===== src/include/dfmnco_pkg.sv =====
package dfmnco_pkg;
    // Register indices; byte address is four times the index
    localparam logic [7:0] DFMNCO_IDX_AB_PHASE = 8'h12;
    localparam logic [7:0] DFMNCO_IDX_CD_PHASE = 8'h13;
    localparam logic [7:0] DFMNCO_IDX_AB_FLO = 8'h14;
    localparam logic [7:0] DFMNCO_IDX_AB_FHI = 8'h15;
    localparam logic [7:0] DFMNCO_IDX_CD_FLO = 8'h16;
    localparam logic [7:0] DFMNCO_IDX_CD_FHI = 8'h17;
    localparam logic [7:0] DFMNCO_IDX_CTRL = 8'h30;
    localparam logic [7:0] DFMNCO_IDX_AB_ACT = 8'h31;
    localparam logic [7:0] DFMNCO_IDX_CD_ACT = 8'h32;
    localparam logic [7:0] DFMNCO_IDX_STAT = 8'h33;
    // Reset values
    localparam logic [15:0] DFMNCO_RST_WORD = 16'h0000;
    localparam logic [31:0] DFMNCO_RST_FREQ = 32'h0000_0000;
    // Control register field positions
    localparam int DFMNCO_CTRL_SYNC_AB_BIT = 0;
    localparam int DFMNCO_CTRL_SYNC_CD_BIT = 1;
    localparam int DFMNCO_CTRL_RUN_BIT = 2;
    localparam logic [2:0] DFMNCO_RST_CTRL = 3'h3;

    // Active mixer settings of one path
    typedef struct packed {
        logic [15:0] shift;
        logic [31:0] step;
    } dfmnco_set_t;

    // Outputs of one oscillator
    typedef struct packed {
        logic [15:0] index;
        logic [15:0] sin;
        logic [15:0] cos;
    } dfmnco_out_t;
endpackage : dfmnco_pkg


===== src/design/dfmnco_top.sv =====
// Function
// - AB offset added before sin/cos
// - Offset plus accumulator top indexes lookup
// - CD offset added before sin/cos
// - AB offset write raises sync if enabled
// - AB sync loads offset and frequency together
// - AB frequency writes stay staged
// - CD sync loads offset and frequency together
// - CD frequency writes staged; offset last
// - AB frequency low/high at consecutive addresses
// - CD frequency low/high at consecutive addresses
// - Frequency word signed, step Fs/2^32
//
// Register access over APB was left to the implementer.
`timescale 1ns/10ps
`default_nettype none
module dfmnco_top
    import dfmnco_pkg::*;
(
    input wire logic pclk, // Clock, 20 MHz
    input wire logic presetn, // Async reset, active low
    input wire logic psel, // APB select
    input wire logic penable, // APB enable
    input wire logic pwrite, // APB direction
    input wire logic [31:0] paddr, // APB byte address
    input wire logic [31:0] pwdata, // APB write data
    input wire logic [3:0] pstrb, // APB byte strobes
    output logic [31:0] prdata, // APB read data
    output logic pready, // APB ready
    output logic pslverr, // APB error on unmapped address
    output dfmnco_pkg::dfmnco_out_t ab_nco, // AB oscillator output
    output dfmnco_pkg::dfmnco_out_t cd_nco, // CD oscillator output
    output logic ab_sync, // AB auto-sync pulse
    output logic cd_sync // CD auto-sync pulse
);
    import dfmnco_pkg::*;

    // Staged register values
    logic [15:0] ab_phase_offset_word_q;
    logic [15:0] ab_phase_offset_word_d;
    logic [15:0] cd_phase_offset_word_q;
    logic [15:0] cd_phase_offset_word_d;
    logic [15:0] ab_freq_word_low_q;
    logic [15:0] ab_freq_word_low_d;
    logic [15:0] ab_freq_word_high_q;
    logic [15:0] ab_freq_word_high_d;
    logic [15:0] cd_freq_word_low_q;
    logic [15:0] cd_freq_word_low_d;
    logic [15:0] cd_freq_word_high_q;
    logic [15:0] cd_freq_word_high_d;
    logic [2:0] sync_source_config_q;
    logic [2:0] sync_source_config_d;
    // Active mixer settings
    dfmnco_set_t ab_act_q;
    dfmnco_set_t ab_act_d;
    dfmnco_set_t cd_act_q;
    dfmnco_set_t cd_act_d;
    logic ab_sync_q;
    logic ab_sync_d;
    logic cd_sync_q;
    logic cd_sync_d;
    logic [31:0] prdata_q;
    logic [31:0] prdata_d;
    logic pslverr_q;
    logic pslverr_d;

    logic setup;
    logic wr_acc;
    logic aligned;
    logic [7:0] idx;
    logic mapped;
    logic [31:0] ab_acc;
    logic [31:0] cd_acc;
    logic [15:0] wlow;

    // Decode: word index from byte address, unmapped above
    assign aligned = (paddr[1:0] == 2'b00) && (paddr[31:10] == 22'h0);
    assign idx = paddr[9:2];
    assign setup = psel && !penable;
    assign wr_acc = psel && penable && pwrite && mapped;
    assign pready = 1'b1;

    always_comb
    begin
        case (idx)
            DFMNCO_IDX_AB_PHASE, DFMNCO_IDX_CD_PHASE,
            DFMNCO_IDX_AB_FLO, DFMNCO_IDX_AB_FHI,
            DFMNCO_IDX_CD_FLO, DFMNCO_IDX_CD_FHI,
            DFMNCO_IDX_CTRL, DFMNCO_IDX_AB_ACT,
            DFMNCO_IDX_CD_ACT, DFMNCO_IDX_STAT: mapped = aligned;
            default: mapped = 1'b0;
        endcase
    end

    // Byte-lane merge helper for 16-bit registers
    function automatic logic [15:0] merge16(input logic [15:0] old,
                                            input logic [31:0] wd,
                                            input logic [3:0] st);
        logic [15:0] r;
        r = old;
        if (st[0])
            r[7:0] = wd[7:0];
        if (st[1])
            r[15:8] = wd[15:8];
        return r;
    endfunction : merge16

    // Staged register writes; frequency halves never touch active
    always_comb
    begin
        wlow = 16'h0000;
        ab_phase_offset_word_d = ab_phase_offset_word_q;
        cd_phase_offset_word_d = cd_phase_offset_word_q;
        ab_freq_word_low_d = ab_freq_word_low_q;
        ab_freq_word_high_d = ab_freq_word_high_q;
        cd_freq_word_low_d = cd_freq_word_low_q;
        cd_freq_word_high_d = cd_freq_word_high_q;
        sync_source_config_d = sync_source_config_q;
        if (wr_acc)
        begin
            case (idx)
                DFMNCO_IDX_AB_PHASE: ab_phase_offset_word_d =
                    merge16(ab_phase_offset_word_q, pwdata, pstrb);
                DFMNCO_IDX_CD_PHASE: cd_phase_offset_word_d =
                    merge16(cd_phase_offset_word_q, pwdata, pstrb);
                DFMNCO_IDX_AB_FLO: ab_freq_word_low_d =
                    merge16(ab_freq_word_low_q, pwdata, pstrb);
                DFMNCO_IDX_AB_FHI: ab_freq_word_high_d =
                    merge16(ab_freq_word_high_q, pwdata, pstrb);
                DFMNCO_IDX_CD_FLO: cd_freq_word_low_d =
                    merge16(cd_freq_word_low_q, pwdata, pstrb);
                DFMNCO_IDX_CD_FHI: cd_freq_word_high_d =
                    merge16(cd_freq_word_high_q, pwdata, pstrb);
                DFMNCO_IDX_CTRL:
                begin
                    wlow = merge16({13'h0, sync_source_config_q},
                        pwdata, pstrb);
                    sync_source_config_d = wlow[2:0];
                end
                default: wlow = 16'h0000;
            endcase
        end
    end

    // Auto-sync: offset write, if enabled, loads all three at once
    always_comb
    begin
        ab_sync_d = wr_acc && (idx == DFMNCO_IDX_AB_PHASE)
            && sync_source_config_q[DFMNCO_CTRL_SYNC_AB_BIT];
        cd_sync_d = wr_acc && (idx == DFMNCO_IDX_CD_PHASE)
            && sync_source_config_q[DFMNCO_CTRL_SYNC_CD_BIT];
        ab_act_d = ab_act_q;
        cd_act_d = cd_act_q;
        if (ab_sync_d)
        begin
            ab_act_d.shift = ab_phase_offset_word_d;
            ab_act_d.step = {ab_freq_word_high_q, ab_freq_word_low_q};
        end
        if (cd_sync_d)
        begin
            cd_act_d.shift = cd_phase_offset_word_d;
            cd_act_d.step = {cd_freq_word_high_q, cd_freq_word_low_q};
        end
    end

    // Read mux and error answer, captured in the setup cycle
    always_comb
    begin
        prdata_d = prdata_q;
        pslverr_d = pslverr_q;
        if (setup)
        begin
            pslverr_d = !mapped;
            prdata_d = 32'h0000_0000;
            if (mapped && !pwrite)
            begin
                case (idx)
                    DFMNCO_IDX_AB_PHASE:
                        prdata_d = {16'h0, ab_phase_offset_word_q};
                    DFMNCO_IDX_CD_PHASE:
                        prdata_d = {16'h0, cd_phase_offset_word_q};
                    DFMNCO_IDX_AB_FLO: prdata_d = {16'h0, ab_freq_word_low_q};
                    DFMNCO_IDX_AB_FHI: prdata_d = {16'h0, ab_freq_word_high_q};
                    DFMNCO_IDX_CD_FLO: prdata_d = {16'h0, cd_freq_word_low_q};
                    DFMNCO_IDX_CD_FHI: prdata_d = {16'h0, cd_freq_word_high_q};
                    DFMNCO_IDX_CTRL: prdata_d = {29'h0, sync_source_config_q};
                    DFMNCO_IDX_AB_ACT: prdata_d = ab_act_q.step;
                    DFMNCO_IDX_CD_ACT: prdata_d = cd_act_q.step;
                    DFMNCO_IDX_STAT:
                        prdata_d = {cd_act_q.shift, ab_act_q.shift};
                    default: prdata_d = 32'h0000_0000;
                endcase
            end
        end
    end

    // Register all state
    always_ff @(posedge pclk or negedge presetn)
    begin
        if (!presetn)
        begin
            ab_phase_offset_word_q <= DFMNCO_RST_WORD;
            cd_phase_offset_word_q <= DFMNCO_RST_WORD;
            ab_freq_word_low_q <= DFMNCO_RST_WORD;
            ab_freq_word_high_q <= DFMNCO_RST_WORD;
            cd_freq_word_low_q <= DFMNCO_RST_WORD;
            cd_freq_word_high_q <= DFMNCO_RST_WORD;
            sync_source_config_q <= DFMNCO_RST_CTRL;
            ab_act_q <= {DFMNCO_RST_WORD, DFMNCO_RST_FREQ};
            cd_act_q <= {DFMNCO_RST_WORD, DFMNCO_RST_FREQ};
            ab_sync_q <= 1'b0;
            cd_sync_q <= 1'b0;
            prdata_q <= 32'h0000_0000;
            pslverr_q <= 1'b0;
        end
        else
        begin
            ab_phase_offset_word_q <= ab_phase_offset_word_d;
            cd_phase_offset_word_q <= cd_phase_offset_word_d;
            ab_freq_word_low_q <= ab_freq_word_low_d;
            ab_freq_word_high_q <= ab_freq_word_high_d;
            cd_freq_word_low_q <= cd_freq_word_low_d;
            cd_freq_word_high_q <= cd_freq_word_high_d;
            sync_source_config_q <= sync_source_config_d;
            ab_act_q <= ab_act_d;
            cd_act_q <= cd_act_d;
            ab_sync_q <= ab_sync_d;
            cd_sync_q <= cd_sync_d;
            prdata_q <= prdata_d;
            pslverr_q <= pslverr_d;
        end
    end

    assign prdata = prdata_q;
    assign pslverr = pslverr_q;
    assign ab_sync = ab_sync_q;
    assign cd_sync = cd_sync_q;

    // AB oscillator: signed step, wrapping accumulator, offset index
    dfmnco_osc u_ab_osc (
        .pclk(pclk),
        .presetn(presetn),
        .run(sync_source_config_q[DFMNCO_CTRL_RUN_BIT]),
        .act(ab_act_q),
        .nco(ab_nco),
        .acc(ab_acc)
    );

    // CD oscillator
    dfmnco_osc u_cd_osc (
        .pclk(pclk),
        .presetn(presetn),
        .run(sync_source_config_q[DFMNCO_CTRL_RUN_BIT]),
        .act(cd_act_q),
        .nco(cd_nco),
        .acc(cd_acc)
    );
endmodule : dfmnco_top
`default_nettype wire


===== src/design/dfmnco_osc.sv =====
`timescale 1ns/10ps
`default_nettype none
module dfmnco_osc
    import dfmnco_pkg::*;
(
    input wire logic pclk, // Sample clock
    input wire logic presetn, // Async reset, active low
    input wire logic run, // Accumulator advances when high
    input wire dfmnco_pkg::dfmnco_set_t act, // Active settings
    output dfmnco_pkg::dfmnco_out_t nco, // Index and sin/cos
    output logic [31:0] acc // Accumulator value
);
    logic [31:0] acc_q;
    logic [31:0] acc_d;
    logic [15:0] idx;
    logic signed [15:0] s_lut;
    logic signed [15:0] c_lut;
    dfmnco_out_t out_q;
    dfmnco_out_t out_d;

    // Phase index: offset plus top of accumulator, wraps mod 2^16
    assign idx = acc_q[31:16] + act.shift;

    // Coarse full-wave table from index top bits (8 points)
    function automatic logic signed [15:0] qsin(input logic [2:0] p);
        logic signed [15:0] v;
        v = 16'sh0000;
        case (p)
            3'h0: v = 16'sh0000;
            3'h1: v = 16'sh5a82;
            3'h2: v = 16'sh7fff;
            3'h3: v = 16'sh5a82;
            3'h4: v = 16'sh0000;
            3'h5: v = -16'sh5a82;
            3'h6: v = -16'sh7fff;
            default: v = -16'sh5a82;
        endcase
        return v;
    endfunction : qsin

    // Next accumulator and registered outputs
    always_comb
    begin
        s_lut = qsin(idx[15:13]);
        c_lut = qsin(3'(idx[15:13] + 3'h2));
        acc_d = run ? acc_q + act.step : acc_q;
        out_d.index = idx;
        out_d.sin = s_lut;
        out_d.cos = c_lut;
    end

    // Register accumulator and outputs
    always_ff @(posedge pclk or negedge presetn)
    begin
        if (!presetn)
        begin
            acc_q <= 32'h0000_0000;
            out_q <= '0;
        end
        else
        begin
            acc_q <= acc_d;
            out_q <= out_d;
        end
    end

    assign nco = out_q;
    assign acc = acc_q;
endmodule : dfmnco_osc
`default_nettype wire


===== config.mk =====
export PLATFORM = sky130hd
export DESIGN_NAME = dfmnco_top
export DESIGN_NICKNAME = d
export VERILOG_FILES = /design/src/include/dfmnco_pkg.sv /design/src/design/dfmnco_top.sv /design/src/design/dfmnco_osc.sv
export SDC_FILE = /design/constraint.sdc
export NUM_CORES = 1
export LEC_CHECK = 0
export CELL_PAD_IN_SITES_DETAIL_PLACEMENT = 2
export CELL_PAD_IN_SITES_GLOBAL_PLACEMENT = 2
export CORE_UTILIZATION = 37
export DETAILED_ROUTE_END_ITERATION = 8
export DONT_BUFFER_PORTS = 1
export GPL_TIMING_DRIVEN = 0
export PLACE_DENSITY = 0.86
export SYNTH_ARGS = -nofsm -noshare
export SYNTH_HDL_FRONTEND = slang
export SYNTH_SLANG_ARGS = --single-unit
export TNS_END_PERCENT = 1

===== constraint.sdc =====
create_clock -name pclk -period 3.1 [get_ports pclk]
set_input_delay 0.31 -clock pclk [delete_from_list [all_inputs] [get_ports pclk]]
set_output_delay 0.31 -clock pclk [all_outputs]
set_load 0.01 [all_outputs]

==> impl_results.md <==
- FF+latch count, synth: 346
- Die area: 52100 µm²
- Logic depth of the worst register-to-register path: 10
- Status: finished, violations left
- Count of flip-flops with a built-in enable after synthesis: 0
- Cell leakage power: 10.8 nW
- RSZ-0062 raised after global routing: yes
- Port buffer count: 0
- HPWL after detailed placement: 54.9 mm
- Clock-pin slew on the worst setup and hold paths: 0.07 ns
- Worst hold slack: -0.564 ns
- Largest net degree at the start of global routing: 347
- Fmax: 316 MHz
- Startpoint class of the critical path: flip-flop
- Number of instances in the synthesized netlist: 1885
- Number of global-route vias before repair: 18100
- Worst setup slack for register-to-register paths: -0.07 ns
- Final Max Slew Viols: 0
- Number of placed I/O pins: 205
- Setup-failing EPs final: 5
- Max-Cap Viols: 0
- First-pass GRT wire length: 116 mm
- Reg-to-Reg End: u_cd_osc.acc[25]$_DFFE_PN0P_
- First-pass iteration count of the detailed router: 5
- Prevailing post-synth register cell: sky130_fd_sc_hd__dfrtp_1
- Signed area change from the synthesized netlist to the final layout: 14.9%
- Violations in the final reports: hold timing, setup timing
- Starting DRC count in detailed routing: 1285
- Routed vias/inst: 6.02
- Share of synthesized area occupied by flip-flops and latches: 0.457
- Critical path class: flip-flop to flip-flop
- Mean instance size in the synthesized netlist: 10.1 µm²
- Detailed-route DRC error count: 0
- Area of placed instances: 19800 µm²
- Congestion Overflow GR: 0
- Total CTS buffers: 41
- Period Utilization, post-route: 1.02
- Worst endpoint data arrival time: 3.63 ns
- Overall fraction of global-route tracks in use: 0.294
- Y dimension of the die: 228 µm
- Endpoints failing hold: 346
- Syn. warnings: 0
- Count of cell types in the netlist: 85
- Count of placed standard cells in the final layout, fillers left out: 2663
- Fin nets: 2127
- Most frequent cells in the layout: sky130_fd_sc_hd__nand2_1 (389), sky130_fd_sc_hd__dfrtp_1 (341), sky130_fd_sc_hd__mux2_2 (155)
- Number of antenna violations at the first check in global routing: 4
- Synthesized net count: 2054
- Average wire per cell in the routed design: 29.2 µm
- TritonCTS clock tree: built
- Final period demand of the worst path: 3.17 ns
- Max Root-Sink Buffers: 3
- Total of hold buffers inserted after clock tree synthesis: 16
- Origin of the worst setup path: cd_act_q[1]$_DFFE_PN0P_
- Worst hold path class: input port to async pin
- Crit path to: u_cd_osc.acc[25]$_DFFE_PN0P_
- Kind of end point of the critical path: flip-flop
- Slew at the pin with the worst max-slew slack: 1.37 ns
- Number of cells after detailed placement: 2557
- Max-slew headroom: 0.0891
- Area occupied by multi-input gates: 9760 µm²
- Clk sink count: 346
- Vias after detailed routing: 16000
- Level count of the clock H-tree: 2
- Area share of the leading cell type in the synthesized netlist: 0.454
- Highest fanout seen on the critical path: 4
- Synth area leaders: sky130_fd_sc_hd__dfrtp_1 (45%), sky130_fd_sc_hd__mux2_2 (9.2%), sky130_fd_sc_hd__nand2_1 (7.7%)
- Number of rows in the core area: 82
- Power density over the cells: 456 nW/µm²
- Most common cell after layout, fill and taps aside: sky130_fd_sc_hd__nand2_1
- Ys async rst share: 1.00
- Clock Skews: 0.0315 ns
- Share of cells above drive strength 1: 0.196
- Post-route setup slack: -0.0663 ns
- Wire length after detailed routing: 77.9 mm
- Worst supply voltage drop on vdd: 0.000292 V
- Netlist area before placement: 19000 µm²
- Core region area: 50400 µm²
- Starting density of the core: 0.376
- Overall die width: 228 µm
- Final ANT Viol Nets: 0
- Sequential cell area in the final layout: 8660 µm²
- Global placer's final weighted congestion: 0.951
- Finished layout cell area: 21800 µm²
- Worst Path Required: 3.56 ns
- Library cell used as clock root buffer: sky130_fd_sc_hd__clkbuf_16
- Post-synth top area cell: sky130_fd_sc_hd__dfrtp_1
- Worst skew pair latency: 0.58 ns
- R2r startpoint: cd_act_q[1]$_DFFE_PN0P_
- Number of fill cells: 5238
## routing by layer
metal	part of all wire	vias up	global-route usage
met5	0.00013	-	0
met4	0.062	2	0.164
met3	0.050	227	0.0460
met2	0.49	587	0.508
met1	0.40	8424	0.349
li1	-	6782	-
## repair_timing
action                                 in CTS  in global routing
pin swaps                                   4                 17
endpoints found under the hold margin     448                346
resized for setup                          28                 40
buffers inserted                            4                 10
setup endpoints to repair                  50                 41
## area by class of cell
cell class	instances	share of cell area
Antenna cell	2	0.000230
Buffer	125	0.0300
Clock buffer	60	0.0574
Clock inverter	14	0.00839
Inverter	42	0.00729
Multi-Input combinational cell	1372	0.448
Sequential cell	346	0.398
Tap cell	672	0.0386
Timing Repair Buffer	30	0.0123
## critical path, stage by stage, from the launching register on
cell and delay (ns):
sky130_fd_sc_hd__dfrtp_1 0.44, sky130_fd_sc_hd__ha_1 0.36, sky130_fd_sc_hd__a211o_1 0.34, sky130_fd_sc_hd__a211oi_2 0.29
sky130_fd_sc_hd__or4_4 0.21, sky130_fd_sc_hd__a21oi_2 0.09, sky130_fd_sc_hd__or3_4 0.43, sky130_fd_sc_hd__a311oi_4 0.39
sky130_fd_sc_hd__buf_4 0.18, sky130_fd_sc_hd__xnor2_1 0.05, sky130_fd_sc_hd__mux2_2 0.27
## cell families after synthesis
logic type | count (synthesis) | synth area share
XOR/XNOR | 70 | 0.0327
buffers and inverters | 167 | 0.0427
AO/OA/AOI/OAI | 412 | 0.146
flip-flops | 346 | 0.457
adder cells (fa/ha/maj) | 96 | 0.0650
multiplexers | 185 | 0.114
other | 1 | 0.000198
AND/OR/NAND/NOR | 608 | 0.143
## worst min-delay path by stage
stage | start | endpoint | slack (ns)
2_1_floorplan | presetn | ab_act_q[0]$_DFFE_PN0P_ | 0.01
3_3_place_gp | presetn | u_ab_osc.nco[46]$_DFF_PN0_ | 0.02
3_5_place_dp | presetn | u_ab_osc.nco[45]$_DFF_PN0_ | 0.02
4_1_cts | presetn | u_ab_osc.acc[24]$_DFFE_PN0P_ | -0.58
5_1_grt | presetn | ab_freq_word_high_q[0]$_DFFE_PN0P_ | -0.58
6_report | presetn | u_ab_osc.acc[29]$_DFFE_PN0P_ | -0.56
## sequential cells by signal, summed over array words and instances, names as in the netlist
signal and flops:
sync_source_config_q 3, ab_act_q 48, cd_phase_offset_word_q 16, u_ab_osc.nco 26
cd_act_q 48, prdata 32, ab_freq_word_high_q 16, cd_freq_word_low_q 16
cd_sync 1, ab_freq_word_low_q 16, u_cd_osc.acc 32, cd_freq_word_high_q 16
ab_phase_offset_word_q 16, u_cd_osc.nco 26, u_ab_osc.acc 32, pslverr 1
ab_sync 1
## power breakdown
group          internal, mW  switching (mW)
logic                0.0447           0.133
registers              4.52         0.00177
clock network          3.13            2.11
total                  7.69            2.24
## per-stage QoR
step	setup TNS (ns)	setup slack, ns	util	hold slack, ns	power [mW]
floorplan	0	0.232	-	0.0144	4.68
global placement	-12.51	-0.390	0.393	0.0221	4.72
detailed placement	-29.88	-0.564	0.393	0.0217	4.73
CTS	-0.166	-0.0687	0.428	-0.584	9.98
global route	-1.10	-0.139	0.432	-0.575	10.1
finish	-0.211	-0.0663	0.432	-0.564	9.93
## cells in the mapped netlist, types with 13 or more instances
| cell type | count |
|---|---|
| sky130_fd_sc_hd__buf_4 | 46 |
| sky130_fd_sc_hd__inv_1 | 41 |
| sky130_fd_sc_hd__a21o_1 | 42 |
| sky130_fd_sc_hd__a21oi_1 | 75 |
| sky130_fd_sc_hd__a211oi_1 | 18 |
| sky130_fd_sc_hd__nand2_1 | 389 |
| sky130_fd_sc_hd__nor2_1 | 66 |
| sky130_fd_sc_hd__nor4_1 | 15 |
| sky130_fd_sc_hd__o21ai_0 | 90 |
| sky130_fd_sc_hd__o22ai_1 | 15 |
| sky130_fd_sc_hd__nor2b_1 | 18 |
| sky130_fd_sc_hd__o21a_1 | 16 |
| sky130_fd_sc_hd__dfrtp_1 | 344 |
| sky130_fd_sc_hd__nand3_1 | 28 |
| sky130_fd_sc_hd__xor2_1 | 22 |
| sky130_fd_sc_hd__xnor2_1 | 47 |
| sky130_fd_sc_hd__mux2_4 | 16 |
| sky130_fd_sc_hd__mux2_2 | 155 |
| sky130_fd_sc_hd__clkbuf_1 | 61 |
| sky130_fd_sc_hd__ha_1 | 92 |
| sky130_fd_sc_hd__a22oi_1 | 46 |
| sky130_fd_sc_hd__nand2b_1 | 13 |
Power figures use the tool's default switching activity.
